`src/rtl/sup_pkg.sv`:
```
package sup_pkg;
  // Timebase
  localparam int CLK_HZ = 100_000_000;
  localparam int CYC_PER_MS = CLK_HZ / 1000;
  localparam int CNT_W = 28;

  // Power-up hold periods in ms (0.05 s, 0.2 s, 0.4 s, 0.8 s)
  localparam int PU_HOLD_MS_0 = 50;
  localparam int PU_HOLD_MS_1 = 200;
  localparam int PU_HOLD_MS_2 = 400;
  localparam int PU_HOLD_MS_3 = 800;

  // Watchdog intervals in ms (25 ms, 200 ms, 1.4 s)
  localparam int WDT_MS_0 = 25;
  localparam int WDT_MS_1 = 200;
  localparam int WDT_MS_2 = 1400;

  // Manual reset debounce time in ms
  localparam int DEBOUNCE_MS = 10;

  // Watchdog interval codes held in the nonvolatile cell
  typedef enum logic [1:0] {
    SUP_WDT_25MS   = 2'b00,
    SUP_WDT_200MS  = 2'b01,
    SUP_WDT_1400MS = 2'b10,
    SUP_WDT_OFF    = 2'b11
  } sup_wdt_sel_t;

  // Value the nonvolatile cell holds before it is ever programmed
  localparam sup_wdt_sel_t WDT_SEL_DEFAULT = SUP_WDT_200MS;

  // System reset sequencer states
  typedef enum logic [1:0] {
    SUP_RST_CAUSE = 2'b00,
    SUP_RST_HOLD  = 2'b01,
    SUP_RST_RUN   = 2'b10
  } sup_rst_state_t;

  // Synchroniser bit positions and their reset levels
  localparam int SYN_CORE = 0;
  localparam int SYN_RAIL2 = 1;
  localparam int SYN_MR = 2;
  localparam int SYN_SCL = 3;
  localparam int SYN_SDA = 4;
  localparam int SYN_W = 5;
  localparam logic [4:0] SYN_RESET = 5'h1c;
endpackage

```
`src/rtl/sup_nv_if.sv`:
```
interface sup_nv_if;
  import sup_pkg::*;
  logic wr_en;
  sup_wdt_sel_t wr_sel;
  sup_wdt_sel_t rd_sel;

  modport owner (output wr_en, output wr_sel, input rd_sel);
  modport store (input wr_en, input wr_sel, output rd_sel);
endinterface

```
`src/rtl/sup_nv_store.sv`:
```
module sup_nv_store
  import sup_pkg::*;
(
  input wire logic clock_i,
  sup_nv_if.store nv
);
  // Cell is never touched by the system reset, so the choice outlives it
  sup_wdt_sel_t sel_r = WDT_SEL_DEFAULT;

  // Only a deliberate program strobe changes the stored interval
  always_ff @(posedge clock_i) begin
    if (nv.wr_en) begin
      sel_r <= nv.wr_sel;
    end
  end

  assign nv.rd_sel = sel_r;
endmodule

```
`src/rtl/sup_supervisor.sv`:
```
// Summary of operation
// - Power-up holds system reset for hold period.
// - Hold period selectable: 0.05, 0.2, 0.4, 0.8 s.
// - Core supply low asserts reset, then hold.
// - Watchdog output asserts if not restarted in time.
// - Watchdog interval 25 ms, 200 ms, 1.4 s, off.
// - Watchdog interval kept across power cycles.
// - Second-rail fail output follows sense three cycles later, no hold.
// - Early low output follows core supply comparator.
// - Manual reset input debounced internally.
// - Manual reset holds reset, then full hold period.
// - SDA fall with SCL high, SCL fall, then stop, restarts.
// - Reset output open-drain low or driven high.
module sup_supervisor
  import sup_pkg::*;
#(
  parameter bit RESET_ACTIVE_HIGH = 1'b0,
  parameter int PU_HOLD_CYC_0 = PU_HOLD_MS_0 * CYC_PER_MS,
  parameter int PU_HOLD_CYC_1 = PU_HOLD_MS_1 * CYC_PER_MS,
  parameter int PU_HOLD_CYC_2 = PU_HOLD_MS_2 * CYC_PER_MS,
  parameter int PU_HOLD_CYC_3 = PU_HOLD_MS_3 * CYC_PER_MS,
  parameter int WDT_CYC_0 = WDT_MS_0 * CYC_PER_MS,
  parameter int WDT_CYC_1 = WDT_MS_1 * CYC_PER_MS,
  parameter int WDT_CYC_2 = WDT_MS_2 * CYC_PER_MS,
  parameter int DEBOUNCE_CYC = DEBOUNCE_MS * CYC_PER_MS
)
(
  input wire logic clock_i,
  input wire logic reset_i,
  input wire logic core_supply_ok_i,
  input wire logic second_rail_sense_i,
  input wire logic manual_reset_in_n_i,
  input wire logic scl_i,
  input wire logic sda_i,
  input wire logic [1:0] hold_sel_i,
  input wire logic wdt_prog_i,
  input wire logic [1:0] wdt_prog_sel_i,
  output logic sys_reset_out_o,
  output logic sys_reset_oe_o,
  output logic second_rail_fail_n_o,
  output logic second_rail_fail_oe_o,
  output logic early_supply_low_n_o,
  output logic watchdog_expired_out_n_o,
  output logic watchdog_expired_out_oe_o
);
  localparam int CNT_MAX = 2 ** CNT_W - 1;

  // Refuse periods the counters cannot hold
  if (PU_HOLD_CYC_0 < 1 || PU_HOLD_CYC_1 < 1 || PU_HOLD_CYC_2 < 1 || PU_HOLD_CYC_3 < 1 ||
      WDT_CYC_0 < 1 || WDT_CYC_1 < 1 || WDT_CYC_2 < 1 || DEBOUNCE_CYC < 1) begin : g_chk_lo
    $error("sup_supervisor: every period must be at least one cycle");
  end
  if (PU_HOLD_CYC_0 > CNT_MAX || PU_HOLD_CYC_1 > CNT_MAX || PU_HOLD_CYC_2 > CNT_MAX ||
      PU_HOLD_CYC_3 > CNT_MAX || WDT_CYC_0 > CNT_MAX || WDT_CYC_1 > CNT_MAX ||
      WDT_CYC_2 > CNT_MAX || DEBOUNCE_CYC > CNT_MAX) begin : g_chk_hi
    $error("sup_supervisor: a period exceeds the counter width");
  end

  // Two-flop synchronisers for comparator results and pins
  logic [SYN_W-1:0] syn_raw;
  logic [SYN_W-1:0] syn_meta_r;
  logic [SYN_W-1:0] syn_r;
  assign syn_raw = {sda_i, scl_i, manual_reset_in_n_i, second_rail_sense_i, core_supply_ok_i};

  always_ff @(posedge clock_i) begin
    if (reset_i) begin
      syn_meta_r <= SYN_RESET;
      syn_r <= SYN_RESET;
    end else begin
      syn_meta_r <= syn_raw;
      syn_r <= syn_meta_r;
    end
  end

  logic core_ok;
  logic rail2_ok;
  logic mr_s;
  logic scl_s;
  logic sda_s;
  assign core_ok = syn_r[SYN_CORE];
  assign rail2_ok = syn_r[SYN_RAIL2];
  assign mr_s = syn_r[SYN_MR];
  assign scl_s = syn_r[SYN_SCL];
  assign sda_s = syn_r[SYN_SDA];

  // Manual reset debounce: a new level must stand for the whole debounce time
  logic mr_db_r;
  logic [CNT_W-1:0] db_cnt_r;
  logic db_done;
  assign db_done = (db_cnt_r == CNT_W'(DEBOUNCE_CYC - 1));

  always_ff @(posedge clock_i) begin
    if (reset_i) begin
      mr_db_r <= 1'b1;
      db_cnt_r <= '0;
    end else if (mr_s == mr_db_r) begin
      db_cnt_r <= '0;
    end else if (db_done) begin
      mr_db_r <= mr_s;
      db_cnt_r <= '0;
    end else begin
      db_cnt_r <= db_cnt_r + CNT_W'(1);
    end
  end

  // Hold period selection
  logic [CNT_W-1:0] hold_len;
  assign hold_len = (hold_sel_i == 2'h0) ? CNT_W'(PU_HOLD_CYC_0) :
                    (hold_sel_i == 2'h1) ? CNT_W'(PU_HOLD_CYC_1) :
                    (hold_sel_i == 2'h2) ? CNT_W'(PU_HOLD_CYC_2) :
                    CNT_W'(PU_HOLD_CYC_3);

  // Reset sequencer: any cause holds reset, then a full hold period runs
  sup_rst_state_t rst_state_r;
  sup_rst_state_t rst_state_nxt;
  logic [CNT_W-1:0] hold_cnt_r;
  logic [CNT_W-1:0] hold_cnt_nxt;
  logic rst_cause;
  assign rst_cause = !core_ok || !mr_db_r;

  always_comb begin
    rst_state_nxt = rst_state_r;
    hold_cnt_nxt = hold_cnt_r;
    unique case (rst_state_r)
      SUP_RST_CAUSE: begin
        hold_cnt_nxt = '0;
        if (!rst_cause) begin
          rst_state_nxt = SUP_RST_HOLD;
        end
      end
      SUP_RST_HOLD: begin
        if (rst_cause) begin
          rst_state_nxt = SUP_RST_CAUSE;
        end else if (hold_cnt_r >= hold_len - CNT_W'(1)) begin
          rst_state_nxt = SUP_RST_RUN;
        end else begin
          hold_cnt_nxt = hold_cnt_r + CNT_W'(1);
        end
      end
      SUP_RST_RUN: begin
        if (rst_cause) begin
          rst_state_nxt = SUP_RST_CAUSE;
        end
      end
      default: begin
        rst_state_nxt = SUP_RST_CAUSE;
      end
    endcase
  end

  // Power-up enters the cause state, so the first release needs a hold period
  always_ff @(posedge clock_i) begin
    if (reset_i) begin
      rst_state_r <= SUP_RST_CAUSE;
      hold_cnt_r <= '0;
    end else begin
      rst_state_r <= rst_state_nxt;
      hold_cnt_r <= hold_cnt_nxt;
    end
  end

  logic sys_rst_on;
  assign sys_rst_on = (rst_state_nxt != SUP_RST_RUN);

  // Nonvolatile watchdog interval cell
  sup_nv_if nv_bus ();
  assign nv_bus.wr_en = wdt_prog_i;
  assign nv_bus.wr_sel = sup_wdt_sel_t'(wdt_prog_sel_i);

  sup_nv_store u_nv (
    .clock_i(clock_i),
    .nv(nv_bus.store)
  );

  // Restart sequence: SDA falls with SCL high, SCL falls, then stop
  logic scl_d_r;
  logic sda_d_r;
  logic seq_a_r;
  logic seq_b_r;
  logic sda_fall;
  logic scl_fall;
  logic stop_cond;
  logic wdt_kick;
  assign sda_fall = sda_d_r && !sda_s;
  assign scl_fall = scl_d_r && !scl_s;
  assign stop_cond = !sda_d_r && sda_s && scl_s;
  assign wdt_kick = stop_cond && seq_b_r;

  always_ff @(posedge clock_i) begin
    if (reset_i) begin
      scl_d_r <= 1'b1;
      sda_d_r <= 1'b1;
      seq_a_r <= 1'b0;
      seq_b_r <= 1'b0;
    end else begin
      scl_d_r <= scl_s;
      sda_d_r <= sda_s;
      if (stop_cond) begin
        seq_a_r <= 1'b0;
        seq_b_r <= 1'b0;
      end else if (sda_fall && scl_d_r) begin
        seq_a_r <= 1'b1;
        seq_b_r <= scl_fall;
      end else if (seq_a_r && scl_fall) begin
        seq_b_r <= 1'b1;
      end
    end
  end

  // Watchdog interval selection; off code stops the timer
  logic [CNT_W-1:0] wdt_len;
  logic wdt_run;
  assign wdt_len = (nv_bus.rd_sel == SUP_WDT_25MS) ? CNT_W'(WDT_CYC_0) :
                   (nv_bus.rd_sel == SUP_WDT_200MS) ? CNT_W'(WDT_CYC_1) :
                   CNT_W'(WDT_CYC_2);
  assign wdt_run = (nv_bus.rd_sel != SUP_WDT_OFF) && (rst_state_r == SUP_RST_RUN);

  // Watchdog counter; expiry stands until a restart sequence, a system reset or the off code
  logic [CNT_W-1:0] wdt_cnt_r;
  logic wdt_exp_r;

  always_ff @(posedge clock_i) begin
    if (reset_i || !wdt_run || wdt_kick) begin
      wdt_cnt_r <= '0;
      wdt_exp_r <= 1'b0;
    end else if (wdt_cnt_r >= wdt_len - CNT_W'(1)) begin
      wdt_exp_r <= 1'b1;
    end else begin
      wdt_cnt_r <= wdt_cnt_r + CNT_W'(1);
    end
  end

  // Registered pins; open-drain pins pull low only while their oe is high
  always_ff @(posedge clock_i) begin
    if (reset_i) begin
      sys_reset_out_o <= RESET_ACTIVE_HIGH;
      sys_reset_oe_o <= 1'b1;
      second_rail_fail_n_o <= 1'b0;
      second_rail_fail_oe_o <= 1'b1;
      early_supply_low_n_o <= 1'b0;
      watchdog_expired_out_n_o <= 1'b1;
      watchdog_expired_out_oe_o <= 1'b0;
    end else begin
      sys_reset_out_o <= RESET_ACTIVE_HIGH ? sys_rst_on : 1'b0;
      sys_reset_oe_o <= RESET_ACTIVE_HIGH ? 1'b1 : sys_rst_on;
      second_rail_fail_n_o <= rail2_ok;
      second_rail_fail_oe_o <= !rail2_ok;
      early_supply_low_n_o <= core_ok;
      watchdog_expired_out_n_o <= !wdt_exp_r;
      watchdog_expired_out_oe_o <= wdt_exp_r;
    end
  end
endmodule

```
`config.mk`:
```
export PLATFORM = sky130hd
export DESIGN_NAME = sup_supervisor
export DESIGN_NICKNAME = d
export VERILOG_FILES = /design/src/rtl/sup_pkg.sv /design/src/rtl/sup_nv_if.sv /design/src/rtl/sup_nv_store.sv /design/src/rtl/sup_supervisor.sv
export SDC_FILE = /design/constraint.sdc
export NUM_CORES = 1
export LEC_CHECK = 0
export BUFFER_PORTS_ARGS = -buffer_cell sky130_fd_sc_hd__buf_2
export CAP_MARGIN = 20
export CORE_UTILIZATION = 30
export DETAILED_ROUTE_END_ITERATION = 8
export SLEW_MARGIN = 10
export SYNTH_ARGS = -nofsm -noshare
export SYNTH_HDL_FRONTEND = slang
export SYNTH_SLANG_ARGS = --single-unit
```
`constraint.sdc`:
```
create_clock -name clock_i -period 3.55 [get_ports clock_i]
set_clock_uncertainty 0.1 [all_clocks]
set_input_delay 0.1775 -clock clock_i [delete_from_list [all_inputs] [get_ports clock_i]]
set_output_delay 0.1775 -clock clock_i [all_outputs]
set_load 0.01 [all_outputs]
```
==> run summary <==
============================================================================
Overall die height                                                  142.7 µm
Count of buffers from port buffering                                      17
Flop and latch count out of synthesis                                    110
Number of DRC markers in iteration 0                                     271
Initial antenna violation count                                            0
EDFF count, synth                                                          2
Routed Antenna Nets                                                        0
Final slew viol count                                                      0
Die boundary width                                                  142.7 µm
Count of endpoints failing setup in the final report                       0
Fillers                                                                2,084
Required time worst endpoint                                         3720 ps
Count of pins on the block boundary                                       19
Sequential Power Share                                                 0.525
CTS HTree Levels                                                           3
Worst slew pin tran                                                  1020 ps
Sequential cell area fraction in the yosys report                     0.3742
CP max stage delay                                                    520 ps
Placed Instance Area                                                6254 µm²
Ratio of cells with drive above 1 in the final layout                0.07955
First-pass GRT wire length                                          22.00 mm
Pin count of the biggest net entering global routing                      56
Cell-by-cell trace of the critical path                         or2_2 -> inv_1 -> ha_1 -> a211oi_1 -> o211ai_1 -> o211ai_1 -> a211oi_4 -> buf_4 -> or4_1 -> a21oi_1
Ys Warns                                                                   0
Clock Tree Root                                                    clkbuf_16
Floorplan Core Area                                               19,460 µm²
Most frequent cells in the layout                               dfxtp_1, a21oi_1, nand2_1
Setup repair after global routing missed its margin                       no
Number of distinct library cells after synthesis                          49
Cell at the slowest stage of the critical path                      edfxtp_1
Final count of hold timing violations                                      0
Sink count of the clock tree                                             110
Global routing usage summed across all routing layers                 0.1334
Clock insertion delay at the later pin of the skew report             350 ps
DRC violations left                                                        0
Number of antenna repair diodes                                            0
Deepest clock path buffer count                                            2
Clock-pin transition on the worst setup and hold timing paths          80 ps
Part of the total power dissipated in combinational logic              0.039
FFs w/ async S/R, synth                                                    0
Setup crit start kind                                                   flop
Synthesis-to-layout area growth                                       11.88%
Min Clock Period, post-route                                         3146 ps
Static Leak                                                         2.273 nW
Initial Utilization                                                   0.3051
Crit path max fanout                                                      33
Reported max-cap violation count                                           0
Synthesized net count                                                    755
Number of cells produced by synthesis                                    694
TritonCTS clock tree                                                   built
Number of global-route vias before repair                              4,555
Post-cts gate resize count                                                 0
Final critical-path share of the clock period                         0.8863
CP endpoint kind                                                        flop
Clock buffers created by TritonCTS                                         9
Synthesized area per cell                                          8.556 µm²
Total number of vias                                                   5,014
Switching power as a share of total power                             0.2497
Fmax                                                               317.8 MHz
Synthesized cell area                                               5938 µm²
Number of core rows                                                       51
Post-layout instance area                                           6644 µm²
Most used DFF post-synth                                             dfxtp_1
Core utilization of the finished layout                               0.3414
Result of the run                                               complete, no violations
Overall routed net length                                           12.61 mm
Detailed-router iteration count before antenna repair                      5
Area enclosed by the die boundary                                 20,360 µm²
Net switching power figure                                         0.5967 mW
Most common cell after layout, fill and taps aside                   dfxtp_1
Headroom to the max-slew limit                                        0.3199
Detailed-placement wirelength estimate                              8.690 mm
Placer congestion estimate                                            0.7983
Class of the most critical setup path                           flop to flop
Clock power share                                                      0.436
Vias per cell                                                          5.174
Sum of overflow across all layers after global routing                     0
NumNets Final                                                            760
Largest voltage drop on the vdd net                              0.0002447 V
Path category of the worst min-delay check                      primary input to flop
Cell area power density                                         359.7 nW/µm²
Data arrival time of the critical path                               3320 ps
Post-Route Setup TNS                                                    0 ps
Detail-routed net length per standard cell                          13.01 µm
Crit-path most repeated cell                                        o211ai_1
Internal Pwr Total                                                  1.793 mW
============================================================================
## cell families after synthesis
kind of cell | share of synthesized area
flip-flops | 0.3742
AO/OA/AOI/OAI | 0.1743
XOR/XNOR | 0.03982
AND/OR/NAND/NOR | 0.2659
adder cells (fa/ha/maj) | 0.1032
buffers and inverters | 0.04130
other | 0.001265
## registers in the layout (all words and copies together) (netlist names)
register / cells
db_cnt_r: 28
hold_cnt_r: 28
wdt_cnt_r: 28
syn_meta_r: 5
syn_r: 5
rst_state_r: 2
u_nv.nv.rd_sel: 2
early_supply_low_n_o: 1
mr_db_r: 1
scl_d_r: 1
sda_d_r: 1
second_rail_fail_n_o: 1
second_rail_fail_oe_o: 1
seq_a_r: 1
seq_b_r: 1
sys_reset_oe_o: 1
watchdog_expired_out_n_o: 1
watchdog_expired_out_oe_o: 1
wdt_exp_r: 1
## synthesized netlist by cell type, types with 15 or more instances
library cell    n  share of area
dfxtp_1       108           0.36
a21oi_1        66          0.056
nand2_1        56          0.035
ha_1           49           0.10
nor2_1         46          0.029
or4_1          46          0.058
o31ai_1        43          0.054
clkbuf_1       30          0.019
nand3_1        30          0.025
nand4_1        24          0.025
inv_1          21          0.013
and3_1         20          0.021
xor2_1         15          0.022
## worst max-delay path, delay by kind of cell (launching register included)
family	cells	cell delay, ps
adders and majority gates	1	260
AOI/OAI and AO/OA	5	870
and+or+nand+nor	2	920
DFF	1	520
buffers and inverters	2	390
## area by class of cell
class / count / area [µm²] / area share
multi-input cells: 525 / 3483 / 0.5243
flip-flops and latches: 110 / 2222 / 0.3345
well taps: 265 / 331.6 / 0.04991
clock inverters: 7 / 85.08 / 0.01281
clock buffers: 9 / 225.2 / 0.03390
repair buffers: 32 / 217.7 / 0.03277
inverters: 21 / 78.83 / 0.01186
## what timing repair did
| action | 4_1_cts | 5_1_grt |
|---|---|---|
| hold buffers | 8 | 0 |
| buffers inserted | 0 | 0 |
| endpoints found under the setup margin | 0 | 0 |
| endpoints found under the hold margin | 9 | 0 |
## worst paths after layout
kind	endpoint	depth (start not counted)	slack (ps)	from
setup reg to reg	wdt_cnt_r[3]$_SDFFE_PP0N_	10	400	u_nv.nv.rd_sel[1]$_DFFE_PP_
hold reg to reg	syn_r[2]$_SDFF_PP1_	1	320	syn_meta_r[2]$_SDFF_PP1_
hold / removal	hold_cnt_r[0]$_SDFFE_PP0P_	3	210	reset_i
setup / recovery	wdt_cnt_r[3]$_SDFFE_PP0N_	10	400	u_nv.nv.rd_sel[1]$_DFFE_PP_
## per-layer routing
layer,GRT usage,vias up,wire (µm)
li1,-,2601,-
met1,0.1851,2327,6580
met2,0.2059,71,5537
met3,0.01878,15,293
met4,0.05603,0,195
met5,0,-,0
## power groups by stage
| stage | Combinational (mW) | Clock [mW] | Sequential (mW) |
|---|---|---|---|
| after CTS | 0.0940 | 1.08 | 1.25 |
| final | 0.0931 | 1.04 | 1.25 |
| after global routing | 0.108 | 1.13 | 1.26 |
| after floorplan | 0.0615 | 0 | 1.28 |
| after detailed placement | 0.0873 | 0 | 1.28 |
| after global placement | 0.0854 | 0 | 1.28 |
## metrics by stage
step	total power, mW	setup slack [ps]	hold WS [ps]	cells
2_1_floorplan	1.342	840.6	176.4	694
3_3_place_gp	1.369	402.0	255.7	945
3_5_place_dp	1.371	402.7	257.4	945
4_1_cts	2.425	373.6	185.9	969
5_1_grt	2.493	176.5	220.3	969
6_report	2.390	403.7	208.2	969
Note: power is estimated with default switching activity, not from simulation.
